==> config.mk <==
export PLATFORM = sky130hd
export DESIGN_NAME = ptm_timer
export DESIGN_NICKNAME = d
export VERILOG_FILES = /design/src/include/ptm_pkg.sv /design/src/hw/ptm_timer.sv
export SDC_FILE = /design/constraint.sdc
export NUM_CORES = 1
export LEC_CHECK = 0
export BUFFER_PORTS_ARGS = -buffer_cell sky130_fd_sc_hd__buf_2
export CAP_MARGIN = 20
export CORE_UTILIZATION = 50
export CTS_CLUSTER_DIAMETER = 100
export DETAILED_ROUTE_END_ITERATION = 10
export GPL_TIMING_DRIVEN = 0
export PLACE_DENSITY = 0.71
export RECOVER_POWER = 100
export SKIP_LAST_GASP = 1
export SYNTH_ARGS = -nofsm -noshare
export SYNTH_HDL_FRONTEND = slang
export SYNTH_SLANG_ARGS = --single-unit
==> constraint.sdc <==
create_clock -name clk_sys_i -period 2.4 [get_ports clk_sys_i]
set_input_delay 0.48 -clock clk_sys_i [delete_from_list [all_inputs] [get_ports clk_sys_i]]
set_output_delay 0.48 -clock clk_sys_i [all_outputs]
set_load 0.03 [all_outputs]
==> src/include/ptm_pkg.sv <==
// Package for the 10-bit periodic timer register block
package ptm_pkg;
   localparam int          PTM_CW          = 10;
   localparam int          PTM_AW          = 4;
   localparam logic [3:0]  ADR_CTRL        = 4'h0;
   localparam logic [3:0]  ADR_CNT_LO      = 4'h1;
   localparam logic [3:0]  ADR_CNT_HI      = 4'h2;
   localparam logic [3:0]  ADR_CMPA_LO     = 4'h3;
   localparam logic [3:0]  ADR_CMPA_HI     = 4'h4;
   localparam logic [3:0]  ADR_PER_LO      = 4'h5;
   localparam logic [3:0]  ADR_PER_HI      = 4'h6;
   localparam logic [3:0]  ADR_RUN         = 4'h7;
   localparam logic [7:0]  CTRL_RST        = 8'h00;
   localparam int          RUN_ON_BIT      = 3;
   localparam logic [9:0]  CNT_MAX         = 10'h3FF;
   localparam logic [1:0]  PF_NOCHG        = 2'h0;
   localparam logic [1:0]  PF_LOW          = 2'h1;
   localparam logic [1:0]  PF_HIGH         = 2'h2;
   localparam logic [1:0]  PF_TOGGLE       = 2'h3;

   typedef enum logic [1:0] {
      PTM_MODE_CMP = 2'b00,
      PTM_MODE_CAP = 2'b01,
      PTM_MODE_PWM = 2'b10,
      PTM_MODE_TMR = 2'b11
   } ptm_mode_t;

   // Control register layout, bit 7 down to bit 0
   typedef struct packed {
      ptm_mode_t  mode_sel;
      logic [1:0] pin_func;
      logic       output_init_level;
      logic       output_invert;
      logic       reserved_d1;
      logic       clear_source_sel;
   } ptm_ctrl_t;

   typedef struct packed {
      logic [3:0] addr;
      logic [7:0] wdata;
      logic       wr;
      logic       rd;
   } ptm_bus_req_t;
endpackage : ptm_pkg

==> src/hw/ptm_timer.sv <==
// Register set, counter, comparators and output pin of the 10-bit periodic timer
//
// The register addresses and the strobed register port are this design's own decisions.
`timescale 1ns/1ns
`default_nettype none
//////////////////////////////////////////////////////////////////////////////
//////////////////////////////////////////////////////////////////////////////
module ptm_timer
   import ptm_pkg::*;
#(
   parameter int CW = PTM_CW
) (
   input  wire logic             clk_sys_i,
   input  wire logic             sys_rst_i,
   input  wire logic [3:0]       reg_addr_i,
   input  wire logic [7:0]       reg_wdata_i,
   input  wire logic             reg_wr_i,
   input  wire logic             reg_rd_i,
   input  wire logic             tick_i,
   output logic [7:0]            reg_rdata_o,
   output logic                  timer_output_pin_o,
   output logic                  compare_a_flag_o,
   output logic                  compare_p_flag_o
);
   //////////////////////////////////////////////////////////////////////////////
   ptm_bus_req_t    bus;
   ptm_ctrl_t       ctrl_q;
   logic            timer_on_q;
   logic            timer_on_prev_q;
   logic [CW-1:0]   cnt_q;
   logic [CW-1:0]   compare_a_value_q;
   logic [CW-1:0]   period_compare_value_q;
   logic            pin_q;
   logic            match_a;
   logic            match_p;
   logic            on_rise;
   logic            cnt_clear;
   logic            pwm_mode;
   logic            spulse;
   logic            duty_active;
   logic            raw_level;
   logic            pulse_stop;
   logic [CW-1:0]   p_target;

   assign bus = '{addr: reg_addr_i, wdata: reg_wdata_i, wr: reg_wr_i, rd: reg_rd_i};

   function automatic logic is_wr(input ptm_bus_req_t b, input logic [3:0] a);
      return b.wr && (b.addr == a);
   endfunction : is_wr

   //////////////////////////////////////////////////////////////////////////////
   // Register writes; reserved bit 1 is stored as written (software keeps it)
   always_ff @(posedge clk_sys_i) begin
      if (sys_rst_i) begin
         ctrl_q <= ptm_ctrl_t'(CTRL_RST);
      end else if (is_wr(bus, ADR_CTRL)) begin
         ctrl_q <= ptm_ctrl_t'(bus.wdata);
      end
   end

   always_ff @(posedge clk_sys_i) begin
      if (sys_rst_i) begin
         compare_a_value_q      <= '0;
         period_compare_value_q <= '0;
      end else begin
         if (is_wr(bus, ADR_CMPA_LO)) compare_a_value_q[7:0]      <= bus.wdata;
         if (is_wr(bus, ADR_CMPA_HI)) compare_a_value_q[CW-1:8]   <= bus.wdata[CW-9:0];
         if (is_wr(bus, ADR_PER_LO))  period_compare_value_q[7:0] <= bus.wdata;
         if (is_wr(bus, ADR_PER_HI))  period_compare_value_q[CW-1:8] <= bus.wdata[CW-9:0];
      end
   end

   // Single pulse ends by clearing the on bit on an A match; a run register write in the same cycle wins
   always_ff @(posedge clk_sys_i) begin
      if (sys_rst_i) begin
         timer_on_q <= 1'b0;
      end else if (is_wr(bus, ADR_RUN)) begin
         timer_on_q <= bus.wdata[RUN_ON_BIT];
      end else if (pulse_stop) begin
         timer_on_q <= 1'b0;
      end
   end

   always_ff @(posedge clk_sys_i) begin
      if (sys_rst_i) timer_on_prev_q <= 1'b0;
      else           timer_on_prev_q <= timer_on_q;
   end

   //////////////////////////////////////////////////////////////////////////////
   // Comparators and counter
   assign on_rise  = timer_on_q && !timer_on_prev_q;
   assign pwm_mode = (ctrl_q.mode_sel == PTM_MODE_PWM);
   assign spulse   = pwm_mode && (ctrl_q.pin_func == PF_TOGGLE);
   // PWM matches one count early so the period is P counts; zero lands on full scale (1024)
   assign p_target = pwm_mode ? (period_compare_value_q - 1'b1) : period_compare_value_q;
   // The switch-on cycle still holds the stale count, so no match may come from it
   assign match_a  = timer_on_q && !on_rise && tick_i && (cnt_q == compare_a_value_q);
   assign match_p  = timer_on_q && !on_rise && tick_i && (cnt_q == p_target)
                     && !(ctrl_q.clear_source_sel && !pwm_mode);
   assign pulse_stop = spulse && match_a;

   always_comb begin
      cnt_clear = 1'b0;
      if (pwm_mode) begin
         cnt_clear = !spulse && match_p;
      end else if (ctrl_q.clear_source_sel) begin
         cnt_clear = match_a;
      end else begin
         cnt_clear = match_p && (period_compare_value_q != '0);
      end
   end

   // Zero period lets the counter wrap at full scale, which gives 1024 counts
   always_ff @(posedge clk_sys_i) begin
      if (sys_rst_i) begin
         cnt_q <= '0;
      end else if (on_rise) begin
         cnt_q <= '0;
      end else if (timer_on_q && tick_i) begin
         if (cnt_clear) cnt_q <= '0;
         else           cnt_q <= cnt_q + 1'b1;
      end
   end

   always_ff @(posedge clk_sys_i) begin
      if (sys_rst_i) begin
         compare_a_flag_o <= 1'b0;
         compare_p_flag_o <= 1'b0;
      end else begin
         compare_a_flag_o <= match_a;
         compare_p_flag_o <= match_p;
      end
   end

   //////////////////////////////////////////////////////////////////////////////
   // Output pin
   assign duty_active = (cnt_q < compare_a_value_q)
                        || ((compare_a_value_q >= period_compare_value_q) && (period_compare_value_q != '0));

   always_ff @(posedge clk_sys_i) begin
      if (sys_rst_i) begin
         pin_q <= 1'b0;
      end else if (on_rise) begin
         pin_q <= ctrl_q.output_init_level;
      end else if (ctrl_q.mode_sel == PTM_MODE_CMP && match_a) begin
         case (ctrl_q.pin_func)
            PF_LOW:    pin_q <= 1'b0;
            PF_HIGH:   pin_q <= 1'b1;
            PF_TOGGLE: pin_q <= !pin_q;
            default:   pin_q <= pin_q;
         endcase
      end else if (spulse && pulse_stop) begin
         pin_q <= !ctrl_q.output_init_level;
      end
   end

   always_comb begin
      raw_level = pin_q;
      if (pwm_mode) begin
         case (ctrl_q.pin_func)
            PF_NOCHG:  raw_level = !ctrl_q.output_init_level;
            PF_LOW:    raw_level = ctrl_q.output_init_level;
            PF_HIGH:   raw_level = (timer_on_q && duty_active) ? ctrl_q.output_init_level
                                                               : !ctrl_q.output_init_level;
            default:   raw_level = timer_on_q ? pin_q : !ctrl_q.output_init_level;
         endcase
      end
   end

   // Timer mode leaves the pin undefined; it is held low here
   always_ff @(posedge clk_sys_i) begin
      if (sys_rst_i) begin
         timer_output_pin_o <= 1'b0;
      end else if (ctrl_q.mode_sel == PTM_MODE_TMR || ctrl_q.mode_sel == PTM_MODE_CAP) begin
         timer_output_pin_o <= 1'b0;
      end else begin
         timer_output_pin_o <= raw_level ^ ctrl_q.output_invert;
      end
   end

   //////////////////////////////////////////////////////////////////////////////
   // Read port, data in the cycle after the strobe, zero otherwise
   always_ff @(posedge clk_sys_i) begin
      if (sys_rst_i || !bus.rd) begin
         reg_rdata_o <= 8'h00;
      end else begin
         case (bus.addr)
            ADR_CTRL:    reg_rdata_o <= ctrl_q;
            ADR_CNT_LO:  reg_rdata_o <= cnt_q[7:0];
            ADR_CNT_HI:  reg_rdata_o <= {6'h00, cnt_q[CW-1:8]};
            ADR_CMPA_LO: reg_rdata_o <= compare_a_value_q[7:0];
            ADR_CMPA_HI: reg_rdata_o <= {6'h00, compare_a_value_q[CW-1:8]};
            ADR_PER_LO:  reg_rdata_o <= period_compare_value_q[7:0];
            ADR_PER_HI:  reg_rdata_o <= {6'h00, period_compare_value_q[CW-1:8]};
            ADR_RUN:     reg_rdata_o <= {4'h0, timer_on_q, 3'h0};
            default:     reg_rdata_o <= 8'h00;
         endcase
      end
   end
endmodule : ptm_timer
`default_nettype wire

==> results.json <==
{
  "outcome": "completed",
  "antenna_violating_nets_post_route": 0,
  "track_usage_pct": 27.1,
  "worst_ep_arrival_time_ns": 2.56,
  "holdCritPathClass": "in2reg",
  "route.final.wire_length_mm": 9.53,
  "power_density_nw_per_um2": 414,
  "layout.area.seq_um2": 1070,
  "detail_route.drc_violations": 0,
  "worstPathCellList": "inv_4, ha_4, or4b_4, or4_4, a21boi_2, o221ai_2, o31ai_4, buf_4, nor2_1",
  "rsz0062_at_grt": "yes",
  "worstMarginPinSlew_ns": 0.640,
  "design.final.nets": 495,
  "tritoncts_clock_tree": "yes",
  "diodes": 0,
  "final_hold_viol_count": 0,
  "maxCapViolCount": 0,
  "drt-pass1-iter-count": 7,
  "fp.dieH_um": 84.4,
  "cts.hold.buffers_added": 0,
  "vias_in_the_first_global_route": 2990,
  "pin_count": 28,
  "cts_buffers": 5,
  "cts.clk_slew.worst_paths_ns": 0.11,
  "cp_num_buf_inv": 2,
  "io_buffers": 25,
  "worst_case_reg_to_reg_path_depth": 9,
  "area_of_the_multi_input_gates_um2": 2190,
  "yosys.cell_types.count": 62,
  "master_cell_of_the_clock_root_buffer": "clkbuf_8",
  "cp_delay_by_family_top": "simple AND/OR/NAND/NOR gates",
  "layout-area-overhead-vs-synth_pct": 13.0,
  "clock_latency_ns": 0.32,
  "place.gp.congestion": 0.900,
  "critical_path.slowest_cell": "or4b_4",
  "crit_path_max_fanout": 5,
  "numClockSinks": 52,
  "route.detailed.wl_per_inst_um": 17.8,
  "timing.hold.ws_ns": 0.425,
  "detailedPlacementHpwl_mm": 6.97,
  "ys_seq_elements": 52,
  "avgViaCountPerCell": 6.18,
  "crit_path_end_kind": "flop",
  "syn_area_per_cell_um2": 8.16,
  "source_of_the_worst_register_to_register_timing_path": "period_compare_value_q[1]$_SDFFE_PP0P_",
  "yosysWarnings": 0,
  "slew_viol_final": 0,
  "worst_ep_required_time_ns": 2.63,
  "max_stage_delay_ns": 0.47,
  "timing_worst_setup_path_type": "reg2reg",
  "syn-cell-area_um2": 3390,
  "pnr_total_power_mw": 1.59,
  "timing.max_slew.rel_slack_pct": 57.3,
  "final_area_um2": 3830,
  "top_post_synthesis_cells_by_area": "dfxtp_1 31%, ha_1 8.1%, mux2i_1 7.1%",
  "synth-seq-area-share_pct": 30.7,
  "cellLeakagePower_nw": 1.59,
  "cts.htree.levels": 2,
  "final.setup_skew_ns": 0.0100,
  "grt_max_degree": 18,
  "placedCellCount": 518,
  "postSynth.asyncResetShare_pct": 0,
  "syn-num-nets": 455,
  "cts.path.max_buffers": 2,
  "placed_area_um2": 3640,
  "core_area_um2": 6460,
  "number_of_antenna_violations_at_the_first_check_in_global_routing": 0,
  "start_util_pct": 52.5,
  "holdPathStages": 3,
  "fp.dieArea_um2": 7120,
  "synth_cells": 416,
  "place_ws_ns": -0.264,
  "setup_viol_count_final": 0,
  "layout_worst_path_cycle_share_pct": 97.4,
  "final-instance-count-excl-fill": 534,
  "fmax_ghz": 0.428,
  "yosysTopAreaCell": "dfxtp_1",
  "ir_worst_vdd_mv": 0.299,
  "drive_gt1_share_pct": 15.1,
  "timing.hold.worst.start": "reg_wdata_i[7]",
  "setup.worst_path.start": "period_compare_value_q[1]$_SDFFE_PP0P_",
  "synth_edf_count": 0,
  "postSynth.topFlopCell": "dfxtp_1",
  "worstSetupStartpointType": "flop",
  "layout_min_cycle_time_ns": 2.34,
  "num-fill-cells": 622,
  "floorplan.die.width_um": 84.4,
  "grt_first_pass_wirelength_mm": 15.1,
  "netlist.area_leader.share_pct": 30.7,
  "dr_total_vias": 3298,
  "layout.cells.most_common": "nor2_1",
  "post-route-worst-setup-slack_ns": 0.0620,
  "timing.critical_path.depth": 9,
  "fp-row-count": 29,
  "grt_residual_overflow": 0,
  "final_cell_mix": "49 x nor2_1, 38 x dfxtp_1, 33 x nand2_1, 29 x clkbuf_1, 26 x inv_1",
  "dr.first_iter.drc_count": 448
}
stage by stage:
stage	util, %	TNS, ns
global placement	56.3	-1.88
global route	59.4	-0.0711
CTS	59.2	-0.791
finish	59.4	0
detailed placement	56.3	-2.31
floorplan	-	0
final cells by class:
type | count | area share [%]
inverter | 28 | 2.81
multi-input combinational | 312 | 57.1
sequential | 52 | 27.8
buffer | 22 | 2.45
clock inverter | 3 | 0.555
timing repair buffer | 35 | 4.96
clock buffer | 5 | 1.79
tap | 77 | 2.51
per-layer routing:
metal | global-route usage (%) | up-vias | part of all wire (%)
met5 | 0 | - | 0
li1 | - | 1551 | -
met3 | 3.74 | 28 | 7.5
met1 | 36.3 | 1557 | 43
met2 | 46.1 | 162 | 48
met4 | 6.78 | 0 | 2.2
report_power, final:
group	switching (mW)	internal, mW	total (mW)
logic	0.106	0.0668	0.173
registers	0.0104	0.867	0.878
clock network	0.330	0.208	0.539
Yosys cell counts, types with 2 or more instances:
master     count
xor2_1        12
a211o_1        2
dfxtp_1       52
nand3_1       21
nand4_1        4
and3b_1        4
a22oi_1        5
o211ai_1       2
xnor2_1        7
nor3b_1        3
mux2i_1       24
or4_1          5
or3_1          3
o21ai_0       15
and2_1         3
and3_1         7
or3b_2         2
ha_1          22
clkbuf_1      19
a21oi_1       26
xnor3_1        3
nand2b_1       4
a211oi_1       4
nand4b_1       2
nor2b_1        7
nand2_1       33
a21o_1         2
nand3b_1       2
o2111ai_1      2
inv_1         28
a31oi_1        2
buf_1          2
nor4_1         3
o21a_1         2
buf_2          2
nor3_1         6
nor2_1        49
state kept, by name, indices dropped and copies added (netlist names):
register	flops
reg_rdata_o	8
compare_a_value_q	10
timer_on_prev_q	1
compare_p_flag_o	1
cnt_q	10
period_compare_value_q	10
pin_q	1
compare_a_flag_o	1
timer_on_q	1
ctrl_q	8
timer_output_pin_o	1
timing repair:
action | in CTS | in global routing
resized for setup | 8 | 21
setup buffers | 8 | 3
endpoints found under the setup margin | 10 | 9
pin swaps | 4 | 2
gates cloned | 1 | 0
worst register-to-register path, delay by kind of cell (launching register included):
kind / cells / cell delay [ns]
AOI/OAI and AO/OA: 3 / 0.56
adders and majority gates: 1 / 0.13
buffers and inverters: 2 / 0.26
DFF: 1 / 0.38
and+or+nand+nor: 3 / 0.95
kinds of logic after synthesis:
kind of cell | Yosys count | share of synthesized area [%]
multiplexers | 26 | 8.08
XOR/XNOR | 22 | 6.90
buffers and inverters | 52 | 6.05
AO/OA/AOI/OAI | 78 | 15.4
AND/OR/NAND/NOR | 164 | 24.8
flip-flops | 52 | 30.7
adder cells (fa/ha/maj) | 22 | 8.11
final timing paths:
path	endpoint	slack (ns)
setup / recovery	cnt_q[7]$_SDFFE_PP0P_	0.06
setup reg to reg	cnt_q[7]$_SDFFE_PP0P_	0.06
hold reg to reg	compare_a_value_q[9]$_SDFFE_PP0P_	0.51
hold / removal	compare_a_value_q[7]$_SDFFE_PP0P_	0.42
Power figures use the tool's default switching activity.
